===== config.mk =====
export PLATFORM = sky130hd
export DESIGN_NAME = address_data_mode_ports
export DESIGN_NICKNAME = d
export VERILOG_FILES = /design/src/address_data_mode_ports.v
export VERILOG_INCLUDE_DIRS = /design/src
export SDC_FILE = /design/constraint.sdc
export NUM_CORES = 1
export LEC_CHECK = 0
export BUFFER_PORTS_ARGS = -buffer_cell sky130_fd_sc_hd__buf_2
export CORE_MARGIN = 5
export CORE_UTILIZATION = 51
export DETAILED_ROUTE_END_ITERATION = 6
export PLACE_DENSITY = 0.84
export SYNTH_ARGS = -nofsm -noshare
export SYNTH_HDL_FRONTEND = slang
export SYNTH_SLANG_ARGS = --single-unit

===== constraint.sdc =====
create_clock -name clk_sys_i -period 2.24 [get_ports clk_sys_i]
set_clock_uncertainty 0.1 [all_clocks]
set_input_delay 0.336 -clock clk_sys_i [delete_from_list [all_inputs] [get_ports clk_sys_i]]
set_output_delay 0.336 -clock clk_sys_i [all_outputs]
set_load 0.01 [all_outputs]

===== src/address_data_mode_ports_defines.vh =====
// constants for the upper-address and data-bus port block
// assumes a 32-bit AXI4-Lite slave with word-per-register addressing
`ifndef ADDRESS_DATA_MODE_PORTS_DEFINES_VH
`define ADDRESS_DATA_MODE_PORTS_DEFINES_VH

// register indexes; byte address is four times the index
`define LOWER_PULLUP_IDX   16'hFFAC
`define UPPER_PULLUP_IDX   16'hFFAD
`define DATA_PULLUP_IDX    16'hFFAE
`define LOWER_DIR_IDX      16'hFFB0
`define UPPER_DIR_IDX      16'hFFB1
`define UPPER_OUT_IDX      16'hFFB3
`define DATA_DIR_IDX       16'hFFB4
`define DATA_OUT_IDX       16'hFFB6

`define AXI_ADDR_W         18
`define IDX_MSB            17
`define IDX_LSB            2

// reset and hardware-standby values
`define PORT_RST           8'h00
// write-only direction registers read back as all ones
`define DIR_READ_VAL       8'hFF
`define MODE1_DIR_VAL      8'hFF

// operating mode strap codes
`define MODE_EXP_ROM_OFF   2'h1
`define MODE_EXP_ROM_ON    2'h2

`define RESP_OKAY          2'h0
`define RESP_SLVERR        2'h2

`endif


===== src/address_data_mode_ports.v =====
// upper-address / data-bus mode-multiplexed ports with register file
// assumes the bus controller runs on clk_sys_i and pins feed pad cells
`timescale 1ns/10ps
`include "address_data_mode_ports_defines.vh"

module address_data_mode_ports #(
   parameter PORT_W = 8
) (
   input  wire                   clk_sys_i,
   input  wire                   arst_n_i,
   input  wire [1:0]             mode_i,
   input  wire                   hw_standby_i,
   input  wire                   sw_standby_i,
   input  wire                   host_if_enable_i,
   input  wire [PORT_W-1:0]      upper_address_lines_i,
   input  wire [PORT_W-1:0]      external_data_lines_i,
   input  wire                   external_data_drive_i,
   output wire [PORT_W-1:0]      external_data_lines_o,
   input  wire [PORT_W-1:0]      upper_pin_i,
   output wire [PORT_W-1:0]      upper_pin_o,
   output wire [PORT_W-1:0]      upper_pin_oe_n_o,
   input  wire [PORT_W-1:0]      data_pin_i,
   output wire [PORT_W-1:0]      data_pin_o,
   output wire [PORT_W-1:0]      data_pin_oe_n_o,
   output wire [PORT_W-1:0]      upper_pullup_o,
   output wire [PORT_W-1:0]      data_pullup_o,
   output wire [PORT_W-1:0]      lower_pullup_o,
   input  wire [`AXI_ADDR_W-1:0] s_axi_awaddr,
   input  wire [2:0]             s_axi_awprot,
   input  wire                   s_axi_awvalid,
   output wire                   s_axi_awready,
   input  wire [31:0]            s_axi_wdata,
   input  wire [3:0]             s_axi_wstrb,
   input  wire                   s_axi_wvalid,
   output wire                   s_axi_wready,
   output reg  [1:0]             s_axi_bresp,
   output reg                    s_axi_bvalid,
   input  wire                   s_axi_bready,
   input  wire [`AXI_ADDR_W-1:0] s_axi_araddr,
   input  wire [2:0]             s_axi_arprot,
   input  wire                   s_axi_arvalid,
   output wire                   s_axi_arready,
   output reg  [31:0]            s_axi_rdata,
   output reg  [1:0]             s_axi_rresp,
   output reg                    s_axi_rvalid,
   input  wire                   s_axi_rready
);

   // synchronisers for pin inputs
   reg  [PORT_W-1:0]      upper_pin_m;
   reg  [PORT_W-1:0]      upper_pin_s;
   reg  [PORT_W-1:0]      data_pin_m;
   reg  [PORT_W-1:0]      data_pin_s;
   reg                    hw_stby_m;
   reg                    hw_stby_s;
   reg  [1:0]             mode_m;
   reg  [1:0]             mode_s;
   reg  [1:0]             sync_fill;

   // strapped mode, one-hot: bit0 mode 1, bit1 mode 2, bit2 mode 3
   reg  [2:0]             mode_oh;
   reg                    mode_taken;

   reg  [PORT_W-1:0]      upper_direction;
   reg  [PORT_W-1:0]      upper_port_output_data;
   reg  [PORT_W-1:0]      upper_port_pullup_enable;
   reg  [PORT_W-1:0]      data_port_direction;
   reg  [PORT_W-1:0]      data_port_output_data;
   reg  [PORT_W-1:0]      data_port_pullup_enable;
   // lower port registers exist only to steer its pull-ups
   reg  [PORT_W-1:0]      lower_port_direction;
   reg  [PORT_W-1:0]      lower_port_pullup_enable;

   reg                    aw_held;
   reg  [`AXI_ADDR_W-1:0] aw_addr;
   reg                    w_held;
   reg  [31:0]            w_data;
   reg                    w_lane0;

   wire                   mode1;
   wire                   mode2;
   wire                   expanded;
   wire [PORT_W-1:0]      upper_dir_eff;
   reg  [PORT_W-1:0]      upper_addr_drv;
   reg  [PORT_W-1:0]      upper_gen_drv;
   reg  [PORT_W-1:0]      data_gen_drv;
   reg                    bus_drive;
   wire                   do_write;
   wire [15:0]            wr_idx;
   wire [15:0]            rd_idx;
   wire [PORT_W-1:0]      wr_byte;
   wire [PORT_W-1:0]      upper_read;
   wire [PORT_W-1:0]      data_read;
   reg  [PORT_W-1:0]      next_rdata;
   reg                    next_rmapped;
   reg                    wr_mapped;
   // pull-up steering, one word per port
   reg  [PORT_W-1:0]      upper_pu;
   reg  [PORT_W-1:0]      data_pu;
   reg  [PORT_W-1:0]      lower_pu;

   // pins, strap and hw standby come from outside the clock domain
   always @(posedge clk_sys_i or negedge arst_n_i) begin
      if (!arst_n_i) begin
         upper_pin_m <= `PORT_RST;
         upper_pin_s <= `PORT_RST;
         data_pin_m  <= `PORT_RST;
         data_pin_s  <= `PORT_RST;
         hw_stby_m   <= 1'b0;
         hw_stby_s   <= 1'b0;
         mode_m      <= 2'h0;
         mode_s      <= 2'h0;
         sync_fill   <= 2'h0;
      end else begin
         upper_pin_m <= upper_pin_i;
         upper_pin_s <= upper_pin_m;
         data_pin_m  <= data_pin_i;
         data_pin_s  <= data_pin_m;
         hw_stby_m   <= hw_standby_i;
         hw_stby_s   <= hw_stby_m;
         mode_m      <= mode_i;
         mode_s      <= mode_m;
         sync_fill   <= {sync_fill[0], 1'b1};
      end
   end

   // strap caught once the synchroniser holds a post-reset sample
   always @(posedge clk_sys_i or negedge arst_n_i) begin
      if (!arst_n_i) begin
         mode_oh    <= 3'h0;
         mode_taken <= 1'b0;
      end else if (sync_fill[1] && !mode_taken) begin
         mode_taken <= 1'b1;
         if (mode_s == `MODE_EXP_ROM_OFF) begin
            mode_oh <= 3'b001;
         end else if (mode_s == `MODE_EXP_ROM_ON) begin
            mode_oh <= 3'b010;
         end else begin
            mode_oh <= 3'b100;
         end
      end
   end

   assign mode1    = mode_oh[0];
   assign mode2    = mode_oh[1];
   assign expanded = mode1 | mode2;

   // pin drive by strapped mode; nothing drives before the strap is caught,
   // and hw standby gates the drive so pins float from the first synced cycle
   always @* begin
      upper_addr_drv = {PORT_W{1'b0}};
      upper_gen_drv  = {PORT_W{1'b0}};
      data_gen_drv   = {PORT_W{1'b0}};
      bus_drive      = 1'b0;
      case (mode_oh)
         3'b001: begin
            if (!hw_stby_s) begin
               upper_addr_drv = {PORT_W{1'b1}};
            end
            bus_drive = external_data_drive_i && !hw_stby_s && !sw_standby_i;
         end
         3'b010: begin
            upper_addr_drv = upper_direction;
            bus_drive = external_data_drive_i && !hw_stby_s && !sw_standby_i;
         end
         3'b100: begin
            upper_gen_drv = upper_direction;
            if (!hw_stby_s) begin
               data_gen_drv = data_port_direction;
            end
         end
         default: begin
            upper_addr_drv = {PORT_W{1'b0}};
         end
      endcase
   end

   assign upper_dir_eff  = mode1 ? `MODE1_DIR_VAL : upper_direction;
   assign upper_pin_oe_n_o = ~((upper_addr_drv | upper_gen_drv) &
                               {PORT_W{!hw_stby_s}});
   assign upper_pin_o = (upper_address_lines_i & upper_addr_drv) |
                        (upper_port_output_data & ~upper_addr_drv);

   // data port: bus in expanded modes, general i/o in mode 3
   assign data_pin_oe_n_o = ~(data_gen_drv | {PORT_W{bus_drive}});
   assign data_pin_o = expanded ? external_data_lines_i : data_port_output_data;
   assign external_data_lines_o = data_pin_s;

   // pull-ups only on input pins; all off before the strap and in hw standby
   always @* begin
      upper_pu = {PORT_W{1'b0}};
      data_pu  = {PORT_W{1'b0}};
      lower_pu = {PORT_W{1'b0}};
      if (!hw_stby_s) begin
         case (mode_oh)
            3'b001: begin
               lower_pu = {PORT_W{1'b0}};
            end
            3'b010: begin
               upper_pu = upper_port_pullup_enable & ~upper_direction;
               lower_pu = lower_port_pullup_enable & ~lower_port_direction;
            end
            3'b100: begin
               upper_pu = upper_port_pullup_enable & ~upper_direction;
               lower_pu = lower_port_pullup_enable & ~lower_port_direction;
               if (!host_if_enable_i) begin
                  data_pu = data_port_pullup_enable & ~data_port_direction;
               end
            end
            default: begin
               upper_pu = {PORT_W{1'b0}};
            end
         endcase
      end
   end

   assign upper_pullup_o = upper_pu;
   assign data_pullup_o  = data_pu;
   assign lower_pullup_o = lower_pu;

   // port reads mix stored data and live pins per direction bit
   assign upper_read = (upper_port_output_data & upper_dir_eff) |
                       (upper_pin_s & ~upper_dir_eff);
   assign data_read  = (data_port_output_data & data_port_direction) |
                       (data_pin_s & ~data_port_direction);

   // AXI4-Lite write side: address and data accepted in either order
   // ready drops while an item is held or the answer waits: one write at a time
   assign s_axi_awready = !aw_held && !s_axi_bvalid;
   assign s_axi_wready  = !w_held && !s_axi_bvalid;
   assign do_write      = aw_held && w_held && !s_axi_bvalid;
   assign wr_idx        = aw_addr[`IDX_MSB:`IDX_LSB];
   assign wr_byte       = w_data[PORT_W-1:0];

   // unmapped indexes answer with an error and change nothing
   always @* begin
      case (wr_idx)
         `LOWER_PULLUP_IDX, `UPPER_PULLUP_IDX, `DATA_PULLUP_IDX,
         `LOWER_DIR_IDX, `UPPER_DIR_IDX, `UPPER_OUT_IDX,
         `DATA_DIR_IDX, `DATA_OUT_IDX: wr_mapped = 1'b1;
         default: wr_mapped = 1'b0;
      endcase
   end

   always @(posedge clk_sys_i or negedge arst_n_i) begin
      if (!arst_n_i) begin
         aw_held      <= 1'b0;
         aw_addr      <= {`AXI_ADDR_W{1'b0}};
         w_held       <= 1'b0;
         w_data       <= 32'h00000000;
         w_lane0      <= 1'b0;
         s_axi_bvalid <= 1'b0;
         s_axi_bresp  <= `RESP_OKAY;
      end else begin
         if (s_axi_awvalid && s_axi_awready) begin
            aw_held <= 1'b1;
            aw_addr <= s_axi_awaddr;
         end
         if (s_axi_wvalid && s_axi_wready) begin
            w_held  <= 1'b1;
            w_data  <= s_axi_wdata;
            w_lane0 <= s_axi_wstrb[0];
         end
         if (do_write) begin
            aw_held      <= 1'b0;
            w_held       <= 1'b0;
            s_axi_bvalid <= 1'b1;
            s_axi_bresp  <= wr_mapped ? `RESP_OKAY : `RESP_SLVERR;
         end else if (s_axi_bvalid && s_axi_bready) begin
            s_axi_bvalid <= 1'b0;
         end
      end
   end

   // register file; hw standby clears everything, sw standby changes nothing
   always @(posedge clk_sys_i or negedge arst_n_i) begin
      if (!arst_n_i) begin
         upper_direction          <= `PORT_RST;
         upper_port_output_data   <= `PORT_RST;
         upper_port_pullup_enable <= `PORT_RST;
         data_port_direction      <= `PORT_RST;
         data_port_output_data    <= `PORT_RST;
         data_port_pullup_enable  <= `PORT_RST;
         lower_port_direction     <= `PORT_RST;
         lower_port_pullup_enable <= `PORT_RST;
      end else if (hw_stby_s) begin
         upper_direction          <= `PORT_RST;
         upper_port_output_data   <= `PORT_RST;
         upper_port_pullup_enable <= `PORT_RST;
         data_port_direction      <= `PORT_RST;
         data_port_output_data    <= `PORT_RST;
         data_port_pullup_enable  <= `PORT_RST;
         lower_port_direction     <= `PORT_RST;
         lower_port_pullup_enable <= `PORT_RST;
      end else if (do_write && w_lane0) begin
         case (wr_idx)
            `LOWER_PULLUP_IDX: lower_port_pullup_enable <= wr_byte;
            `UPPER_PULLUP_IDX: upper_port_pullup_enable <= wr_byte;
            `DATA_PULLUP_IDX:  data_port_pullup_enable  <= wr_byte;
            `LOWER_DIR_IDX: begin
               if (!mode1) begin
                  lower_port_direction <= wr_byte;
               end
            end
            `UPPER_DIR_IDX: begin
               if (!mode1) begin
                  upper_direction <= wr_byte;
               end
            end
            `UPPER_OUT_IDX:    upper_port_output_data <= wr_byte;
            `DATA_DIR_IDX:     data_port_direction    <= wr_byte;
            `DATA_OUT_IDX:     data_port_output_data  <= wr_byte;
            default: begin
            end
         endcase
      end
   end

   // AXI4-Lite read side: one-cycle answer
   assign s_axi_arready = !s_axi_rvalid;
   assign rd_idx        = s_axi_araddr[`IDX_MSB:`IDX_LSB];

   always @* begin
      next_rdata   = `PORT_RST;
      next_rmapped = 1'b1;
      case (rd_idx)
         `LOWER_PULLUP_IDX: next_rdata = lower_port_pullup_enable;
         `UPPER_PULLUP_IDX: next_rdata = upper_port_pullup_enable;
         `DATA_PULLUP_IDX:  next_rdata = data_port_pullup_enable;
         `LOWER_DIR_IDX:    next_rdata = `DIR_READ_VAL;
         `UPPER_DIR_IDX:    next_rdata = `DIR_READ_VAL;
         `UPPER_OUT_IDX:    next_rdata = upper_read;
         `DATA_DIR_IDX:     next_rdata = `DIR_READ_VAL;
         `DATA_OUT_IDX:     next_rdata = data_read;
         default:           next_rmapped = 1'b0;
      endcase
   end

   always @(posedge clk_sys_i or negedge arst_n_i) begin
      if (!arst_n_i) begin
         s_axi_rvalid <= 1'b0;
         s_axi_rdata  <= 32'h00000000;
         s_axi_rresp  <= `RESP_OKAY;
      end else if (s_axi_arvalid && s_axi_arready) begin
         s_axi_rvalid <= 1'b1;
         s_axi_rdata  <= {{(32-PORT_W){1'b0}}, next_rdata};
         s_axi_rresp  <= next_rmapped ? `RESP_OKAY : `RESP_SLVERR;
      end else if (s_axi_rvalid && s_axi_rready) begin
         s_axi_rvalid <= 1'b0;
      end
   end

endmodule // address_data_mode_ports


==> report_table.html <==
<table>
<tr><th>Metric</th><th>Value</th></tr>
<tr><th colspan="2">Run status</th></tr>
<tr><td>Result of the run</td><td>finished, violations left</td></tr>
<tr><td>Violations in the final reports</td><td>setup timing</td></tr>
<tr><th colspan="2">Synthesis</th></tr>
<tr><td>Number of distinct library cell variants in the gate-level netlist after synthesis</td><td>50</td></tr>
<tr><td>Area share of fa/ha/maj cells after synthesis</td><td>0.00365</td></tr>
<tr><td>Mapped Area</td><td>6860 um2</td></tr>
<tr><td>Mux share of post-synthesis cell area</td><td>0.197</td></tr>
<tr><td>Avg Synthesized Cell Area</td><td>11.6 um2</td></tr>
<tr><td>Share of the synthesized area in the top cell type</td><td>0.536</td></tr>
<tr><td>Count of mapped cells out of synthesis</td><td>593</td></tr>
<tr><td>Synth Area in XOR/XNOR</td><td>0.00383</td></tr>
<tr><td>Fraction of the mapped netlist area in compound gates</td><td>0.0571</td></tr>
<tr><td>Dominant cell type by area after synthesis</td><td>dfrtp_1</td></tr>
<tr><td>Post-synth top flop</td><td>dfrtp_1</td></tr>
<tr><td>Fraction of the mapped netlist area in simple logic gates</td><td>0.142</td></tr>
<tr><td>Synth async-reset ratio</td><td>1.00</td></tr>
<tr><td>Register bit count reported by yosys</td><td>~150</td></tr>
<tr><td>Post-synth EDFFs</td><td>0</td></tr>
<tr><td>Most area-consuming cells after synthesis</td><td>dfrtp_1 54%, mux2i_1 13%, mux2_2 6.9%</td></tr>
<tr><td>Sequential cell area fraction in the yosys report</td><td>0.536</td></tr>
<tr><td>Synthesis warning total</td><td>0</td></tr>
<tr><td>Dominant combinational cell family by area after synthesis</td><td>multiplexers</td></tr>
<tr><th colspan="2">Die</th></tr>
<tr><td>Boundary Pins</td><td>228</td></tr>
<tr><td>Area inside the core boundary</td><td>13200 um2</td></tr>
<tr><td>Width of the die</td><td>roughly 130 um</td></tr>
<tr><td>Number of rows created at floorplan</td><td>42</td></tr>
<tr><td>Floorplan die area</td><td>15900 um2</td></tr>
<tr><td>Starting utilization of the core area</td><td>0.518</td></tr>
<tr><td>Die H</td><td>approximately 130 um</td></tr>
<tr><th colspan="2">STA</th></tr>
<tr><td>Number of setup violations in the final report</td><td>56</td></tr>
<tr><td>Total negative slack</td><td>-8510 ps</td></tr>
<tr><td>Final Max Tran Viols</td><td>0</td></tr>
<tr><td>Worst Slack Setup Final</td><td>-255 ps</td></tr>
<tr><td>Transition time of the tightest slew-check pin</td><td>1000 ps</td></tr>
<tr><td>RSZ-0062 raised after global routing</td><td>true</td></tr>
<tr><td>Final clock period utilization by the worst path</td><td>1.11</td></tr>
<tr><td>FMAX</td><td>0.401 GHz</td></tr>
<tr><td>Fin. Hold Viols</td><td>0</td></tr>
<tr><td>Final critical-path required period</td><td>around 2500 ps</td></tr>
<tr><td>Max-Slew Margin vs Limit</td><td>0.328</td></tr>
<tr><th colspan="2">Global routing</th></tr>
<tr><td>Global-route wire length before repair</td><td>30.6 mm</td></tr>
<tr><td>Number of global-route vias before repair</td><td>5594</td></tr>
<tr><td>Total routing usage reported by global routing</td><td>0.249</td></tr>
<tr><td>Pin count of the biggest net entering global routing</td><td>51</td></tr>
<tr><td>Total congestion overflow</td><td>0</td></tr>
<tr><td>Antenna violations before repair</td><td>1</td></tr>
<tr><th colspan="2">Worst hold path</th></tr>
<tr><td>Worst hold path startpoint</td><td>s_axi_awaddr[3]</td></tr>
<tr><td>Hold path cells</td><td>3</td></tr>
<tr><td>Tightest Hold Check Type</td><td>in2reg</td></tr>
<tr><td>Endpoint of the worst hold path</td><td>aw_addr[3]$_DFFE_PN0P_</td></tr>
<tr><th colspan="2">Finish</th></tr>
<tr><td>Layout Nets</td><td>922</td></tr>
<tr><td>Max FFs per register</td><td>16</td></tr>
<tr><td>Layout overhead on the synthesized area</td><td>35.1%</td></tr>
<tr><td>Largest register by flop count</td><td>aw_addr</td></tr>
<tr><td>Ratio of cells with drive above 1 in the final layout</td><td>0.414</td></tr>
<tr><th colspan="2">Detailed routing</th></tr>
<tr><td>Number of iterations in the first detailed-routing pass</td><td>5</td></tr>
<tr><td>Average via count per standard cell</td><td>5.73</td></tr>
<tr><td>Via count</td><td>5657</td></tr>
<tr><td>DRC errors left</td><td>0</td></tr>
<tr><td>Routed length per placed instance</td><td>21.5 um</td></tr>
<tr><td>Final WL</td><td>21.2 mm</td></tr>
<tr><td>First-iteration detailed-routing DRC count</td><td>474</td></tr>
<tr><td>Count of antenna-violating nets left after detailed routing</td><td>0</td></tr>
<tr><th colspan="2">Critical path</th></tr>
<tr><td>Cell type with the highest occurrence count on the critical path</td><td>buf_4</td></tr>
<tr><td>CP peak stage delay</td><td>approximately 460 ps</td></tr>
<tr><td>Number of cells on the worst reg-to-reg path</td><td>6</td></tr>
<tr><td>Crit-path leading delay family</td><td>buffers and inverters</td></tr>
<tr><td>Worst reg2reg setup slack</td><td>about 70 ps</td></tr>
<tr><td>Type of the worst setup path</td><td>reg2out</td></tr>
<tr><td>Crit-path cells</td><td>buf_6, buf_4, xnor2_1, nor4_2, buf_4, a21oi_2, buf_2</td></tr>
<tr><td>Worst EP arrival</td><td>2060 ps</td></tr>
<tr><td>Critical Path Start Type</td><td>flop</td></tr>
<tr><td>Buffers and inverters on the worst path</td><td>4</td></tr>
<tr><td>Cell with the largest stage delay on the worst path</td><td>dfrtp_2</td></tr>
<tr><td>Critical R2R Capture</td><td>upper_port_output_data[1]$_DFFE_PN0P_</td></tr>
<tr><td>Critical R2R Launch</td><td>aw_addr[8]$_DFFE_PN0P_</td></tr>
<tr><td>Top fanout value on the critical path</td><td>8</td></tr>
<tr><td>Worst EP required</td><td>1800 ps</td></tr>
<tr><td>Critical Path Sink Type</td><td>output pin</td></tr>
<tr><th colspan="2">Clock tree</th></tr>
<tr><td>Number of clock sinks</td><td>about 150</td></tr>
<tr><td>Clock tree from TritonCTS</td><td>done</td></tr>
<tr><td>Maximum buffer depth of the clock tree</td><td>2</td></tr>
<tr><td>Buffer type at the clock tree root</td><td>clkbuf_16</td></tr>
<tr><td>Clock transition at the registers of the reported paths</td><td>70 ps</td></tr>
<tr><td>Clock insertion delay at the later pin of the skew report</td><td>430 ps</td></tr>
<tr><td>Number of CTS-inserted buffers</td><td>17</td></tr>
<tr><td>H-tree level count</td><td>4</td></tr>
<tr><th colspan="2">Power</th></tr>
<tr><td>IR drop worst, VDD</td><td>620 uV</td></tr>
<tr><td>Power per cell area</td><td>857 nW/um2</td></tr>
<tr><td>Leakage power of the design</td><td>4.65 nW</td></tr>
<tr><th colspan="2">Placement</th></tr>
<tr><td>Count of input and output buffers</td><td>164</td></tr>
<tr><td>Total half-perimeter wirelength after legalization and detailed placement</td><td>13.0 mm</td></tr>
<tr><td>Pre-CTS setup slack</td><td>104 ps</td></tr>
<tr><td>Final estimated routing congestion in global placement</td><td>0.861</td></tr>
<tr><th colspan="2">Flow run</th></tr>
<tr><td>Max-capacitance violation count</td><td>0</td></tr>
</table>
==> worst min-delay path, delay by kind of cell <==
family / cells / cell delay (ps)
buffers and inverters: 1 / 90
AOI/OAI and AO/OA: 1 / 60
and+or+nand+nor: 1 / 40
==> per-stage QoR <==
step	power, mW	hold WS [ps]	util	instances	area, um2
6_report	7.94	31.0	0.700	987	9270
5_1_grt	8.20	31.1	0.700	987	9270
4_1_cts	7.78	10.0	0.676	981	8960
3_5_place_dp	4.56	205	0.588	918	7790
3_3_place_gp	4.52	206	0.588	918	7790
2_1_floorplan	4.15	-59.6	-	618	6960
==> layout make-up <==
type                    count  area [um2]
diodes                      1        2.50
clock buffers              17         425
clock inverters            15         229
fillers                   822        3970
inverters                   7        26.3
multi-input cells         405        3200
flip-flops and latches    147        3680
well taps                 176         220
repair buffers            219        1490
==> cells in the mapped netlist, types with 3 or more instances <==
library cell / count
nor3_1: 5
nor4_1: 4
nand2b_1: 5
xnor2_1: 3
o22ai_1: 8
buf_4: 34
a21oi_1: 34
nand2_1: 13
o21ai_0: 11
nand3_2: 4
buf_2: 10
clkbuf_1: 11
inv_1: 7
nand4b_1: 3
a211o_1: 7
nor3b_1: 27
mux2i_1: 88
nor2_1: 89
mux2_2: 42
dfrtp_1: 147
==> routing by layer <==
metal / track usage / part of all wire / up-vias
li1: - / - / 2431
met3: 0.0732 / 0.11 / 106
met5: 0 / 0 / -
met2: 0.391 / 0.47 / 427
met1: 0.314 / 0.37 / 2693
met4: 0.127 / 0.054 / 0
==> cell usage in the layout (no fill, tap or decap), types with 3 or more instances in the layout <==
cell type,count
mux2_2,33
inv_6,3
nor3b_4,8
o21ai_0,11
nand2b_1,4
buf_4,19
a21oi_2,15
nor4_1,3
mux2i_1,88
nor3_1,5
dfrtp_2,4
clkbuf_16,17
nand2_1,13
nor3b_2,17
a211o_1,7
o22ai_1,8
buf_2,146
nor2_1,88
nor3b_1,3
mux2_4,9
dlygate4sd3_1,22
nand4b_1,3
buf_8,4
dfrtp_1,143
inv_1,7
conb_1,27
bufinv_16,5
nand3_2,4
clkinv_4,4
buf_6,26
a21oi_1,17
==> power by group <==
group	internal, mW	switching (mW)	leakage [nW]
sequential	2.96	0.497	1.88
clock	1.99	1.17	0.318
combinational	0.664	0.670	2.45
total	5.61	2.33	4.65
==> how the worst max path moves through the flow <==
| stage | end | slack (ps) | cells past startpoint | start |
|---|---|---|---|---|
| 6_report | data_pin_oe_n_o[6] | -260 | 7 | mode_oh[1]$_DFFE_PN0P_ |
| 5_1_grt | upper_pin_o[4] | -300 | 6 | mode_oh[1]$_DFFE_PN0P_ |
| 4_1_cts | data_pullup_o[7] | -150 | 5 | mode_oh[0]$_DFFE_PN0P_ |
| 3_5_place_dp | upper_pin_o[3] | 100 | 5 | hw_stby_s$_DFF_PN0_ |
| 3_3_place_gp | upper_pin_o[6] | 150 | 5 | hw_stby_s$_DFF_PN0_ |
| 2_1_floorplan | data_pullup_o[0] | 180 | 5 | mode_oh[0]$_DFFE_PN0P_ |
==> logic make-up after synthesis <==
| logic type | after synthesis |
|---|---|
| AND/OR/NAND/NOR | 176 |
| buffers and inverters | 66 |
| multiplexers | 130 |
| AO/OA/AOI/OAI | 67 |
| XOR/XNOR | 3 |
| other | 2 |
| flip-flops | 147 |
| adder cells (fa/ha/maj) | 2 |
==> what timing repair did <==
action                                 in CTS  in global routing
endpoints found under the hold margin      68                  0
cloned                                      0                  0
setup buffers                               9                  5
pin swaps                                  21                  8
resized for setup                          48                 57
setup endpoints to repair                  56                 57
hold buffers                               22                  0
Power figures use the tool's default switching activity.
